### src/lcp_pkg.sv
// Package: offsets, field layout, reset values and state types of the link/pm register slice
package lcp_pkg;

	// ----------------------------------------------------------------
	// Register byte offsets
	// ----------------------------------------------------------------
	localparam int ADDR_W = 12;
	localparam logic [ADDR_W-1:0] OFF_LINK_CAPABILITIES_SECOND = 12'h06c;
	localparam logic [ADDR_W-1:0] OFF_LINK_CONTROL_SECOND      = 12'h070;
	localparam logic [ADDR_W-1:0] OFF_LINK_STATUS_SECOND       = 12'h072;
	localparam logic [ADDR_W-1:0] OFF_SLOT_CAPABILITIES_SECOND = 12'h074;
	localparam logic [ADDR_W-1:0] OFF_SLOT_CONTROL_SECOND      = 12'h078;
	localparam logic [ADDR_W-1:0] OFF_SLOT_STATUS_SECOND       = 12'h07a;
	localparam logic [ADDR_W-1:0] OFF_POWER_MGMT_CAP_HEADER    = 12'h0c0;

	// ----------------------------------------------------------------
	// Field positions
	// ----------------------------------------------------------------
	localparam int TS_LSB    = 0;
	localparam int TS_MSB    = 3;
	localparam int EC_BIT    = 4;
	localparam int ASD_BIT   = 5;
	localparam int CAPABILITY_IDENTIFIER_LSB = 0;
	localparam int CAPABILITY_IDENTIFIER_MSB = 7;
	localparam int NXT_LSB   = 8;
	localparam int NXT_MSB   = 15;
	localparam int VER_LSB   = 16;
	localparam int VER_MSB   = 18;
	localparam int DSI_BIT   = 21;
	localparam int HALF_W    = 16;

	// ----------------------------------------------------------------
	// Encodings and fixed values
	// ----------------------------------------------------------------
	localparam logic [3:0]  SPEED_GEN1      = 4'h1;
	localparam logic [3:0]  SPEED_GEN2      = 4'h2;
	localparam logic [1:0]  MASK_GEN1       = 2'h1;
	localparam logic [1:0]  MASK_GEN1_GEN2  = 2'h3;
	localparam logic [7:0]  CAPABILITY_IDENTIFIER_PM        = 8'h01;
	localparam logic [7:0]  NXT_UPSTREAM    = 8'h00;
	localparam logic [7:0]  NXT_DOWNSTREAM  = 8'hd0;
	localparam logic [2:0]  PM_VERSION      = 3'h3;
	localparam logic [3:0]  TS_RESET        = 4'h0;
	localparam logic [31:0] ZERO_WORD       = 32'h0000_0000;

	// ----------------------------------------------------------------
	// State records
	// ----------------------------------------------------------------
	typedef struct packed {
		logic [3:0]  target_speed;
		logic        enter_compliance;
		logic        autonomous_speed_disable;
		logic [7:0]  next_capability_pointer;
		logic        device_specific_init_flag;
		logic        downstream;
		logic [31:0] rdata;
	} lcp_regs_t;

	typedef struct packed {
		logic [1:0] adv_speed_mask;
		logic       compliance_go;
		logic [3:0] compliance_speed;
	} lcp_pol_t;

endpackage

### src/lcp_link_if.sv
// Interface: live link controls passed from the register bank to the speed policy
`timescale 1ns/1ps
interface lcp_link_if;
	logic [3:0] target_speed;
	logic       enter_compliance;
	logic       autonomous_speed_disable;
	logic       downstream;

	modport regs (
		output target_speed,
		output enter_compliance,
		output autonomous_speed_disable,
		output downstream
	);
	modport policy (
		input target_speed,
		input enter_compliance,
		input autonomous_speed_disable,
		input downstream
	);
endinterface

### src/lcp_link_ctl2_pm_cap_regs.sv
// Module: second-generation link/slot registers and power management header of one port
`timescale 1ns/1ps
module lcp_link_ctl2_pm_cap_regs
	import lcp_pkg::*;
#(
	parameter logic [1:0] SUPPORTED_MASK = MASK_GEN1
) (
	input  wire logic              clk_sys,
	input  wire logic              reset,
	input  wire logic              ce,
	input  wire logic [ADDR_W-1:0] addr,
	input  wire logic [31:0]       wdata,
	input  wire logic              wr_strobe,
	input  wire logic              rd_strobe,
	output logic [31:0]            rdata,
	input  wire logic              port_downstream,
	input  wire logic              legacy_mode,
	input  wire logic              cfg_unlock,
	input  wire logic              hot_reset,
	input  wire logic              speed_change_req,
	input  wire logic              speed_change_lower,
	input  wire logic              link_unreliable,
	output logic [3:0]             target_speed,
	output logic                   enter_compliance,
	output logic                   autonomous_speed_disable,
	output logic [1:0]             adv_speed_mask,
	output logic                   compliance_go,
	output logic [3:0]             compliance_speed,
	output logic                   speed_change_grant
);

	// ----------------------------------------------------------------
	// Address decode
	// ----------------------------------------------------------------
	// Registers are word-wide; the 16-bit pairs share one word
	function automatic logic hit(input logic [ADDR_W-1:0] a, input logic [ADDR_W-1:0] off);
		hit = (a[ADDR_W-1:2] == off[ADDR_W-1:2]);
	endfunction

	lcp_regs_t r;
	lcp_regs_t next_r;

	logic [15:0] ctl2_view;
	logic [31:0] pm_view;
	logic [31:0] read_value;

	// ----------------------------------------------------------------
	// Read views
	// ----------------------------------------------------------------
	always_comb begin
		ctl2_view = 16'h0000;
		if (!legacy_mode) begin
			ctl2_view[TS_MSB:TS_LSB] = r.target_speed;
			ctl2_view[EC_BIT]        = r.enter_compliance;
			ctl2_view[ASD_BIT]       = r.autonomous_speed_disable;
		end
	end

	always_comb begin
		pm_view = ZERO_WORD;
		pm_view[CAPABILITY_IDENTIFIER_MSB:CAPABILITY_IDENTIFIER_LSB] = CAPABILITY_IDENTIFIER_PM;
		pm_view[NXT_MSB:NXT_LSB]     = r.next_capability_pointer;
		pm_view[VER_MSB:VER_LSB]     = PM_VERSION;
		pm_view[DSI_BIT]             = r.device_specific_init_flag;
	end

	always_comb begin
		read_value = ZERO_WORD;
		if (hit(addr, OFF_LINK_CONTROL_SECOND)) begin
			// Status half stays reserved
			read_value = {16'h0000, ctl2_view};
		end else if (hit(addr, OFF_POWER_MGMT_CAP_HEADER)) begin
			read_value = pm_view;
		end
	end

	// ----------------------------------------------------------------
	// Next state
	// ----------------------------------------------------------------
	always_comb begin
		next_r = r;
		// Read data stand for one cycle only
		next_r.rdata = rd_strobe ? read_value : ZERO_WORD;
		if (wr_strobe && hit(addr, OFF_LINK_CONTROL_SECOND) && !legacy_mode) begin
			// Any code is stored; only the SPEED_GEN1 and SPEED_GEN2 codes are meaningful
			next_r.target_speed             = wdata[TS_MSB:TS_LSB];
			next_r.enter_compliance         = wdata[EC_BIT];
			next_r.autonomous_speed_disable = wdata[ASD_BIT];
		end
		if (wr_strobe && hit(addr, OFF_POWER_MGMT_CAP_HEADER) && cfg_unlock) begin
			next_r.next_capability_pointer   = wdata[NXT_MSB:NXT_LSB];
			next_r.device_specific_init_flag = wdata[DSI_BIT];
		end
	end

	// ----------------------------------------------------------------
	// State register
	// ----------------------------------------------------------------
	// Port role is sampled while reset is high
	always_ff @(posedge clk_sys) begin
		if (reset) begin
			r.target_speed              <= TS_RESET;
			r.enter_compliance          <= 1'b0;
			r.autonomous_speed_disable  <= 1'b0;
			r.next_capability_pointer   <= port_downstream ? NXT_DOWNSTREAM : NXT_UPSTREAM;
			r.device_specific_init_flag <= 1'b0;
			r.downstream                <= port_downstream;
			r.rdata                     <= ZERO_WORD;
		end else if (ce) begin
			r <= next_r;
		end
	end

	assign rdata = r.rdata;

	// ----------------------------------------------------------------
	// Link controls
	// ----------------------------------------------------------------
	lcp_link_if lnk ();

	// Legacy mode hides target speed, compliance and speed disable from the link; the port role still passes
	assign lnk.target_speed             = legacy_mode ? TS_RESET : r.target_speed;
	assign lnk.enter_compliance         = !legacy_mode && r.enter_compliance;
	assign lnk.autonomous_speed_disable = !legacy_mode && r.autonomous_speed_disable;
	assign lnk.downstream               = r.downstream;

	assign target_speed             = lnk.target_speed;
	assign enter_compliance         = lnk.enter_compliance;
	assign autonomous_speed_disable = lnk.autonomous_speed_disable;

	lcp_speed_policy #(
		.SUPPORTED_MASK (SUPPORTED_MASK)
	) u_policy (
		.clk_sys            (clk_sys),
		.reset              (reset),
		.ce                 (ce),
		.lnk                (lnk),
		.hot_reset          (hot_reset),
		.speed_change_req   (speed_change_req),
		.speed_change_lower (speed_change_lower),
		.link_unreliable    (link_unreliable),
		.adv_speed_mask     (adv_speed_mask),
		.compliance_go      (compliance_go),
		.compliance_speed   (compliance_speed),
		.speed_change_grant (speed_change_grant)
	);
endmodule

### src/lcp_speed_policy.sv
// Module: speed advertisement, compliance entry and autonomous speed-change gating
`timescale 1ns/1ps
module lcp_speed_policy
	import lcp_pkg::*;
#(
	parameter logic [1:0] SUPPORTED_MASK = MASK_GEN1
) (
	input  wire logic     clk_sys,
	input  wire logic     reset,
	input  wire logic     ce,
	lcp_link_if.policy    lnk,
	input  wire logic     hot_reset,
	input  wire logic     speed_change_req,
	input  wire logic     speed_change_lower,
	input  wire logic     link_unreliable,
	output logic [1:0]    adv_speed_mask,
	output logic          compliance_go,
	output logic [3:0]    compliance_speed,
	output logic          speed_change_grant
);

	// ----------------------------------------------------------------
	// Speed decode
	// ----------------------------------------------------------------
	function automatic logic [1:0] speed_cap(input logic [3:0] ts);
		case (ts)
			SPEED_GEN1: speed_cap = MASK_GEN1;
			SPEED_GEN2: speed_cap = MASK_GEN1_GEN2;
			default:    speed_cap = MASK_GEN1_GEN2;
		endcase
	endfunction

	lcp_pol_t r;
	lcp_pol_t next_r;

	// ----------------------------------------------------------------
	// Next state
	// ----------------------------------------------------------------
	always_comb begin
		next_r = r;
		// Downstream ports cap what is advertised; upstream ports offer all
		if (lnk.downstream) begin
			next_r.adv_speed_mask = speed_cap(lnk.target_speed) & SUPPORTED_MASK;
		end else begin
			next_r.adv_speed_mask = SUPPORTED_MASK;
		end
		next_r.compliance_go = hot_reset && lnk.enter_compliance;
		if (hot_reset && lnk.enter_compliance) begin
			next_r.compliance_speed = lnk.target_speed;
		end
	end

	always_ff @(posedge clk_sys) begin
		if (reset) begin
			r <= '{adv_speed_mask: SUPPORTED_MASK, compliance_go: 1'b0,
				compliance_speed: TS_RESET};
		end else if (ce) begin
			r <= next_r;
		end
	end

	assign adv_speed_mask   = r.adv_speed_mask;
	assign compliance_go    = r.compliance_go;
	assign compliance_speed = r.compliance_speed;
	// Only a downward fix for an unreliable link passes while disabled
	assign speed_change_grant = speed_change_req &&
		(!lnk.autonomous_speed_disable || (speed_change_lower && link_unreliable));
endmodule
### config.mk
export PLATFORM = sky130hd
export DESIGN_NAME = lcp_link_ctl2_pm_cap_regs
export DESIGN_NICKNAME = d
export VERILOG_FILES = /design/src/lcp_pkg.sv /design/src/lcp_link_if.sv /design/src/lcp_link_ctl2_pm_cap_regs.sv /design/src/lcp_speed_policy.sv
export SDC_FILE = /design/constraint.sdc
export NUM_CORES = 1
export LEC_CHECK = 0
export ABC_AREA = 1
export ABC_CLOCK_PERIOD_IN_PS = 1430
export BUFFER_PORTS_ARGS = -buffer_cell sky130_fd_sc_hd__buf_2
export CAP_MARGIN = 25
export CORE_ASPECT_RATIO = 1.4
export CORE_UTILIZATION = 39
export DETAILED_ROUTE_END_ITERATION = 10
export PLACE_DENSITY_LB_ADDON = 0.3
export SYNTH_ARGS = -nofsm -noshare
export SYNTH_HDL_FRONTEND = slang
export SYNTH_SLANG_ARGS = --single-unit
### constraint.sdc
create_clock -name clk_sys -period 1.43 [get_ports clk_sys]
set_input_delay 0.429 -clock clk_sys [delete_from_list [all_inputs] [get_ports clk_sys]]
set_output_delay 0.429 -clock clk_sys [all_outputs]
set_load 0.005 [all_outputs]
# After elaboration in Yosys (flattened, before gate mapping)
# Cells that the tools add are included.
# word_totals
inputBits,56
ff_bits,54
output_inout_bits,46
# op_classes
n_eq_ne,2
n_mux,9
reduce_logical,18
# op_table
cell,n
$mux W42,2
$mux W22,2
$mux W32,1
$eq A10 B5 Y1 const B,1
$eq A10 B6 Y1 const B,1
$logic_and A1 B1 Y1,9
$mux W9,1
$mux W8,1
$reduce_and A2 Y1,4
$mux W6,1
$mux W4,1
$reduce_bool A2 Y1,2
$logic_not A1 Y1,2
$logic_or A1 B1 Y1,1

# Logic depth before layout (Yosys ltp)
# Gate-level depths: netlist of the first run.
# logic_depth
depth_word,6
mapped_depth,8
mapped_depth_nobuf,7

# Modules after synthesis
# Synthesis of the first run repeated with hierarchy kept, for this count alone.
# hier_totals
cells_unflattened,244
area_unflattened_um2,1854.3
# modules_own_cells
module,area_each_um2,n_inst,cells_per_inst
lcp_link_ctl2_pm_cap_regs,1611.5,1,208
lcp_speed_policy,242.7,1,36

# Worst setup path after synthesis of the first run
# OpenSTA, ideal clock, no wires.
# synth_path
path_type,input -> register
start,input addr[9]
end,"register r (netlist bit pm_view[10]), enable pin"
n_path_buf,0
path_slack_ns,0.025
arrival_ns,1.076
setup_ns,0.329
path_stages,5
path_cell_list,nor2_1 > nand3_1 > nor2_1 > nand2_1 > nand2_1
# synth_via
elab_chain_len,5
# synth_lines
item,line_no,text
from (decl),lcp_link_ctl2_pm_cap_regs.sv:11,"input wire logic [ADDR_W-1:0] addr,"
$eq A10 B6 Y1,lcp_link_ctl2_pm_cap_regs.sv:37,hit = (a[ADDR_W-1:2] == off[ADDR_W-1:2]);
$logic_and A1 B1 Y1 (2 in a row),lcp_link_ctl2_pm_cap_regs.sv:90,"if (wr_strobe && hit(addr, OFF_POWER_MGMT_CAP_HEADER) && cfg_unlock) begin"
$reduce_bool A2 Y1 (no source line),--,
$reduce_and A2 Y1 (no source line),--,
to (signal assigned),lcp_link_ctl2_pm_cap_regs.sv:110,r <= next_r;
to (decl),lcp_link_ctl2_pm_cap_regs.sv:40,lcp_regs_t r;
# No other way between the ends.
# A chain may end at the register's enable or synchronous reset.

# Final worst setup path of the first run
# layout_path
start,input legacy_mode
end,output target_speed[3]
# layout_via
elab_chain_len,1
# layout_lines
item,line_no,text
from (decl),lcp_link_ctl2_pm_cap_regs.sv:17,"input wire logic legacy_mode,"
$mux W4,lcp_link_ctl2_pm_cap_regs.sv:122,assign lnk.target_speed = legacy_mode ? TS_RESET : r.target_speed;
to (decl),lcp_link_ctl2_pm_cap_regs.sv:23,"output logic [3:0] target_speed,"
# No other way between the ends.

==> results of run 1 <==
==> logic make-up after synthesis <==
family	share of synthesized area (%)
flip-flops	45.1
AND/OR/NAND/NOR	25.8
AO/OA/AOI/OAI	7.19
other	0.423
buffers and inverters	21.4
==> flip-flops by register name, indices dropped and copies added, names as in the netlist <==
register	count
u_policy.compliance_speed	4
u_policy.compliance_go	1
r	6
rdata	16
pm_view	9
==> metrics by stage <==
step                setup WS (ns)  total power, mW  area, um2
global route              -0.0263             2.03       2190
floorplan                  0.0255             1.17       1830
detailed placement         -0.212             1.23       2070
finish                     0.0107             1.93       2190
CTS                        0.0156             1.95       2170
global placement           -0.189             1.23       2070
==> per-layer routing <==
metal	vias up	global-route usage [%]	wire, um
li1	796	-	-
met1	649	18.6	1470
met2	40	26.3	1730
met3	6	3.78	164
met4	0	9.52	72
met5	-	0	0
==> critical path, cell delays in order <==
cell and delay (ns):
buf_2 0.14, buf_6 0.13, nor2_1 0.14, buf_2 0.15
==> power by group through the flow <==
| stage | registers (mW) | logic [mW] | clock network [mW] |
|---|---|---|---|
| after CTS | 1.06 | 0.151 | 0.742 |
| after detailed placement | 1.08 | 0.149 | 0 |
| after global routing | 1.06 | 0.173 | 0.796 |
| final | 1.06 | 0.152 | 0.727 |
| after floorplan | 1.08 | 0.0967 | 0 |
| after global placement | 1.08 | 0.148 | 0 |
==> repair_timing <==
action | in CTS | in global routing
endpoints found under the setup margin | 2 | 13
resized for setup | 5 | 7
setup buffers | 0 | 0
endpoints found under the hold margin | 0 | 0
==> final timing paths <==
kind | startpoint | to | slack [ns] | cells past startpoint
max | legacy_mode | target_speed[3] | 0.01 | 4
min | wdata[21] | pm_view[21] | 0.34 | 3
max reg2reg | r[43] | u_policy.compliance_speed[3] | 0.42 | 5
min reg2reg | rdata[5] | rdata[5] | 0.46 | 2
==> Yosys cell counts <==
| master | n |
|---|---|
| buf_4 | 35 |
| nand2_1 | 46 |
| edfxtp_1 | 8 |
| nor2_2 | 1 |
| inv_1 | 17 |
| clkbuf_8 | 1 |
| clkinv_1 | 1 |
| a21boi_0 | 1 |
| conb_1 | 2 |
| nor2_1 | 34 |
| nand3_2 | 1 |
| nand2_2 | 1 |
| dfxtp_1 | 28 |
| o21ai_0 | 4 |
| a21oi_1 | 20 |
| nand4_1 | 5 |
| buf_6 | 1 |
| nand3_1 | 14 |
| clkbuf_1 | 2 |
| inv_2 | 2 |
| nor2_4 | 3 |
| buf_2 | 2 |
==> layout make-up <==
type	count	area, um2
Clock inverter	2	10.0
Inverter	20	75.1
Timing Repair Buffer	82	479
Fill cell	465	2120
Tap cell	60	75.1
Sequential cell	36	802
Clock buffer	6	82.6
Multi-Input combinational cell	147	666
==> results.yml, run 1 <==
sta:
  final_max_slew_viol_count: 0
  rsz0062_at_grt: "yes"
  finalCritPeriodShare_pct: 99.3
  finalClockSkew_ns: 0.00483
  setup_viol: 0
  hold_slack_ns: 0.343
  final_hold_viol_count: 0
  post-route-min-period_ns: 1.42
  clock.fmax_ghz: 0.705
  tns_ns: 0
critical_path:
  critPathMaxFanout: 5
  path_class: "input port to output pin"
  cp.required_ns: 1.00
  end_kind: "output pin"
  critPathLaunchType: "input port"
  crit_arrival_ns: 0.99
floorplanning:
  core_um2: 4310
  rows: 28
  fp.dieArea_um2: 4830
  die_height_um: 81.8
  initial_core_util_pct: 41.2
  io_pins: 102
  die_x_um: 59.0
global_routing:
  grt_pass1_vias: 1309
  grt_max_degree: 18
  grt_remaining_overflow: 0
  grt_usage_pct: 16.0
  grt_first_pass_wirelength_mm: 5.75
  antenna_found_initial: 0
clock_network:
  ctsLongestPathBuffers: 2
  cts_made_buffers: 5
  cts-htree-levels: 2
  clk_latency_ns: 0.28
  cts_sinks: 36
  cts_tree: "done"
  clkTransAtPathRegs_ns: 0.07
  clock-root-buffer: "clkbuf_8"
  postCtsHoldBufs: 0
cells_and_area:
  stdcell_count: 353
  diodes: 0
  drive_gt1_share_pct: 35.8
  utilization_pct: 50.8
  mostFrequentLayoutCell: "buf_2"
  area_growth_pct: 23.4
  final_cell_mix: "buf_2 (64), nand2_1 (46), nor2_1 (31), dfxtp_1 (27), a21oi_1 (20)"
  fin_nets: 348
synth:
  synth_top_area_cell: "dfxtp_1"
  postSynthCellCount: 229
  synth_warnings: 0
  syn_area_um2: 1770
  synthTopCellsByArea: "dfxtp_1 (32%), buf_4 (15%), edfxtp_1 (14%)"
  ys_ff_latch: 36
  avgSynthCellArea_um2: 7.75
  yosysUniqueCellTypes: 22
  synth.top_cell.area_share_pct: 31.6
  seq_area_frac_synth_pct: 45.1
routing:
  wire_per_inst_um: 9.73
  dr.pass1.iters: 4
  wl_mm: 3.43
  drcViolationCount: 0
  drt_iter0_markers: 40
  ant_nets: 0
  routed_via_density: 4.22
  vias: 1491
pwr:
  p_per_area_nw_per_um2: 883
  comb_power_share_pct: 7.9
  intPower_mw: 1.51
  p_clk_share_pct: 37.6
  ir_worst_vdd_mv: 0.502
  p_sw_mw: 0.428
  seqPwrFrac_pct: 54.6
  swShare_pct: 22.1
  p_leak_nw: 1.10
hold_path:
  min_path_type: "input port to flip-flop"
place:
  placedCellCount: 345
  portBuffers: 65
  dp_hpwl_mm: 2.72
  place.gp.congestion: 0.846
job:
  drv_cap: 0
status:
  status: "finished clean"
(Power assumes the default switching activity.)
==> run 2, diff against run 1 <==
--- a/config.mk
+++ b/config.mk
@@ -11,7 +11,9 @@
 export CAP_MARGIN = 25
 export CORE_ASPECT_RATIO = 1.4
 export CORE_UTILIZATION = 39
+export CTS_BUF_LIST = sky130_fd_sc_hd__clkbuf_16
 export DETAILED_ROUTE_END_ITERATION = 10
+export HOLD_SLACK_MARGIN = 0.02
 export PLACE_DENSITY_LB_ADDON = 0.3
 export SYNTH_ARGS = -nofsm -noshare
 export SYNTH_HDL_FRONTEND = slang
==> results.yml, run 2 (same netlist as run 1, synthesis figures left out) <==
place:
  dp_hpwl_mm: 2.72
  portBuffers: 65
  pre_cts_slack_ns: -0.212
  place.gp.congestion: 0.846
sta:
  hold_slack_ns: 0.349
  final_hold_viol_count: 0
  setup_viol: 0
  finalClockSkew_ns: 0.00401
  rsz0062_at_grt: "yes"
  post-route-min-period_ns: 1.41
  final_max_slew_viol_count: 0
  clock.fmax_ghz: 0.710
  finalWorstSetupSlack_ns: 0.0220
  finalCritPeriodShare_pct: 98.5
cells_and_area:
  largest_register: "rdata"
  mostFrequentLayoutCell: "buf_2"
  largest_reg_flops: 16
  diodes: 0
  drive_gt1_share_pct: 36.7
  fin_nets: 349
  final_cell_mix: "buf_2 (63), nand2_1 (45), nor2_1 (29), dfxtp_1 (27), a21oi_1 (20)"
  area_growth_pct: 27.0
global_routing:
  antenna_found_initial: 0
  grt_remaining_overflow: 0
  grt_usage_pct: 15.8
  grt_pass1_vias: 1319
  grt_first_pass_wirelength_mm: 5.73
  grt_max_degree: 18
routing:
  ant_nets: 0
  drcViolationCount: 0
  drt_iter0_markers: 40
  wire_per_inst_um: 9.58
  vias: 1484
  wl_mm: 3.39
  dr.pass1.iters: 4
  routed_via_density: 4.19
pwr:
  ir_worst_vdd_mv: 0.688
  p_leak_nw: 1.13
  p_per_area_nw_per_um2: 983
  total_power_mw: 2.22
critical_path:
  end_kind: "output pin"
  critPathLaunchType: "flip-flop"
  crit_arrival_ns: 0.98
  path_class: "flip-flop to output pin"
  r2r_end: "u_policy.compliance_speed[2]"
  rr_worst_depth: 5
  r2r_slack_ns: 0.42
  crit_path_start: "r[42]"
  rr_startpoint: "r[43]"
  critPathMaxFanout: 3
  cp.required_ns: 1.00
hold_path:
  hold_start: "wdata[21]"
  hold_depth: 3
  worst_hold_path.endpoint: "pm_view[21]"
  min_path_type: "input port to flip-flop"
clock_network:
  ctsLongestPathBuffers: 2
  clkTransAtPathRegs_ns: 0.06
  cts_sinks: 36
  clock-root-buffer: "clkbuf_16"
  clk_latency_ns: 0.27
  postCtsHoldBufs: 0
  cts-htree-levels: 2
  cts_tree: "done"
  cts_made_buffers: 5
floorplanning:
  core_um2: 4310
  io_pins: 102
  die_height_um: 81.8
  fp.dieArea_um2: 4830
  initial_core_util_pct: 41.2
  rows: 28
  die_x_um: 59.0
job:
  drv_cap: 0
status:
  status: "finished clean"
## run 2: cell types whose count changed in the layout (fill, tap and decap cells not counted), sizes merged
| cell | delta |
|---|---|
| clkinv | +1 |
| buf | +1 |
| clkbuf | -1 |
## run 2: worst max path at each step
stage	end	slack [ns]	cells after the start
floorplan	pm_view[10]	0.03	5
global placement	pm_view[13]	-0.19	7
detailed placement	pm_view[11]	-0.21	7
CTS	speed_change_grant	0.009	4
global route	speed_change_grant	-0.03	4
finish	speed_change_grant	0.02	4
## run 2: power by group
| part | leakage, nW | switching, mW | internal (mW) |
|---|---|---|---|
| Clock | 0.0710 | 0.374 | 0.631 |
| Combinational | 0.753 | 0.0823 | 0.0713 |
| Sequential | 0.302 | 0.00345 | 1.05 |
| Total | 1.13 | 0.460 | 1.76 |
## run 2: through the flow
step | instances | area (um2) | util [%] | TNS (ns)
after floorplan | 244 | 1830 | - | 0
after global placement | 345 | 2070 | 47.9 | -2.37
after detailed placement | 345 | 2070 | 47.9 | -2.72
after CTS | 353 | 2220 | 51.4 | 0
after global routing | 354 | 2250 | 52.3 | -0.0448
final | 354 | 2250 | 52.3 | 0
## run 2: cell type report
class	count	area [um2]
Sequential cell	36	802
Clock inverter	3	13.8
Inverter	20	75.1
Timing Repair Buffer	83	489
Fill cell	451	2060
Clock buffer	5	125
Multi-Input combinational cell	147	673
Tap cell	60	75.1
## run 2: routing by layer
metal,vias to the layer above,part of all wire [%],GRT usage [%]
li1,797,-,-
met1,636,42,18.3
met2,43,50,26.4
met3,8,5.4,4.72
met4,0,2.4,7.38
met5,-,0,0
## run 2: what timing repair did
item | 4_1_cts | 5_1_grt
buffers inserted | 0 | 1
setup endpoints to repair | 2 | 14
pin swaps | 0 | 1
resized for setup | 4 | 12
## run 2: critical path: stages, from the launching register on
cell      delay [ns]
dfxtp_2         0.32
inv_2           0.04
nor2_4          0.15
a21boi_2        0.07
buf_2           0.12
==> run 3, diff against run 2 <==
--- a/config.mk
+++ b/config.mk
@@ -10,11 +10,12 @@
 export BUFFER_PORTS_ARGS = -buffer_cell sky130_fd_sc_hd__buf_2
 export CAP_MARGIN = 25
 export CORE_ASPECT_RATIO = 1.4
-export CORE_UTILIZATION = 39
+export CORE_UTILIZATION = 40
 export CTS_BUF_LIST = sky130_fd_sc_hd__clkbuf_16
 export DETAILED_ROUTE_END_ITERATION = 10
 export HOLD_SLACK_MARGIN = 0.02
 export PLACE_DENSITY_LB_ADDON = 0.3
 export SYNTH_ARGS = -nofsm -noshare
 export SYNTH_HDL_FRONTEND = slang
+export SYNTH_HIERARCHICAL = 1
 export SYNTH_SLANG_ARGS = --single-unit
==> results.yml, run 3 <==
cells_and_area:
  multi_input_area_um2: 692
  largest_reg_flops: 16
  drive_gt1_share_pct: 33.4
  area_growth_pct: 27.1
  seq_area_um2: 801
  final_cell_mix: "buf_2 (65), nand2_1 (54), nor2_1 (38), dfxtp_1 (28), inv_1 (24)"
  nFillCells: 424
  diodes: 0
  largest_register: "rdata"
  mostFrequentLayoutCell: "buf_2"
  fin_nets: 363
global_routing:
  antenna_found_initial: 0
  grt_max_degree: 17
  grt_remaining_overflow: 0
  grt_usage_pct: 16.1
  grt_pass1_vias: 1406
  grt_first_pass_wirelength_mm: 5.78
floorplanning:
  io_pins: 102
  rows: 28
  die_height_um: 81.8
  fp.dieArea_um2: 4830
  initial_core_util_pct: 42.2
  core_um2: 4310
  die_x_um: 59.0
pwr:
  total_power_mw: 2.44
  ir_worst_vdd_mv: 0.549
  comb_power_share_pct: 6.5
  p_clk_share_pct: 50.2
  p_sw_mw: 0.501
  intPower_mw: 1.94
  swShare_pct: 20.5
  p_leak_nw: 1.21
  p_per_area_nw_per_um2: 1060
  seqPwrFrac_pct: 43.2
routing:
  routed_via_density: 4.29
  wire_per_inst_um: 10.0
  vias: 1579
  drt_iter0_markers: 72
  wl_mm: 3.69
  dr.pass1.iters: 4
  drcViolationCount: 0
  ant_nets: 0
critical_path:
  end_kind: "output pin"
  critPathLaunchType: "flip-flop"
  critPathMaxFanout: 3
  crit_arrival_ns: 0.95
  cp.required_ns: 1.00
  path_class: "flip-flop to output pin"
synth:
  synth_warnings: 6
  avgSynthCellArea_um2: 7.52
  postSynthCellCount: 242
  syn_area_um2: 1820
sta:
  final_max_slew_viol_count: 0
  setup_viol: 0
  finalClockSkew_ns: 0.00447
  hold_slack_ns: 0.361
  post-route-min-period_ns: 1.38
  clock.fmax_ghz: 0.726
  final_hold_viol_count: 0
  rsz0062_at_grt: "no"
  finalCritPeriodShare_pct: 96.4
clock_network:
  cts_sinks: 36
  cts_setup_buffers: 0
  clkTransAtPathRegs_ns: 0.05
  cts_tree: "done"
  cts-htree-levels: 2
  clock-root-buffer: "clkbuf_16"
  ctsLongestPathBuffers: 2
  cts_made_buffers: 5
  clk_latency_ns: 0.28
status:
  status: "finished clean"
place:
  portBuffers: 65
  place.gp.congestion: 0.736
  dp_hpwl_mm: 2.91
hold_path:
  min_path_type: "input port to flip-flop"
job:
  drv_cap: 0
-- run 3: power by group through the flow --
| stage | registers [mW] | logic (mW) | clock network (mW) |
|---|---|---|---|
| 5_1_grt | 1.06 | 0.177 | 1.30 |
| 4_1_cts | 1.06 | 0.160 | 1.26 |
| 3_3_place_gp | 1.08 | 0.158 | 0 |
| 3_5_place_dp | 1.08 | 0.160 | 0 |
| 6_report | 1.06 | 0.160 | 1.23 |
| 2_1_floorplan | 1.08 | 0.0929 | 0 |
-- run 3: final cells by class --
class,instances,share of cell area [%]
Inverter,25,4.05
Clock buffer,5,5.41
Clock inverter,3,1.84
Sequential cell,36,34.6
Multi-Input combinational cell,156,29.9
Timing Repair Buffer,83,21.0
Tap cell,60,3.24
-- run 3: path summary, 6_finish.rpt --
path | from | to | slack, ns | cells past startpoint
min | wdata[21] | pm_view[21] | 0.36 | 3
min reg2reg | rdata[14] | rdata[14] | 0.46 | 2
max reg2reg | r[43] | u_policy/compliance_speed[2] | 0.41 | 6
max | r[42] | speed_change_grant | 0.05 | 4
-- run 3: timing repair --
item,in CTS,in global routing
setup endpoints to repair,1,1
cloned,0,0
hold buffers,0,0
gates resized for setup,1,1
-- run 3: layer usage --
layer	track usage, %	up-vias	part of all wire, %
li1	-	824	-
met1	16.0	696	41
met2	30.6	50	52
met3	3.46	9	5.1
met4	8.10	0	2.5
met5	0	-	0
-- run 3: critical path, stage by stage (launching register included) --
cell,delay [ns]
dfxtp_1,0.30
inv_1,0.07
nor2_2,0.05
a21boi_1,0.13
buf_2,0.13
-- run 3: through the flow --
| stage | cell area, um2 | instances | setup slack, ns | TNS (ns) | utilization (%) |
|---|---|---|---|---|---|
| 2_1_floorplan | 1870 | 256 | 0.00664 | 0 | - |
| 3_3_place_gp | 2140 | 360 | -0.152 | -1.74 | 49.8 |
| 3_5_place_dp | 2140 | 360 | -0.166 | -2.10 | 49.8 |
| 4_1_cts | 2310 | 368 | 0.000747 | 0 | 53.7 |
| 5_1_grt | 2310 | 368 | 0.00151 | 0 | 53.7 |
| 6_report | 2310 | 368 | 0.0519 | 0 | 53.7 |
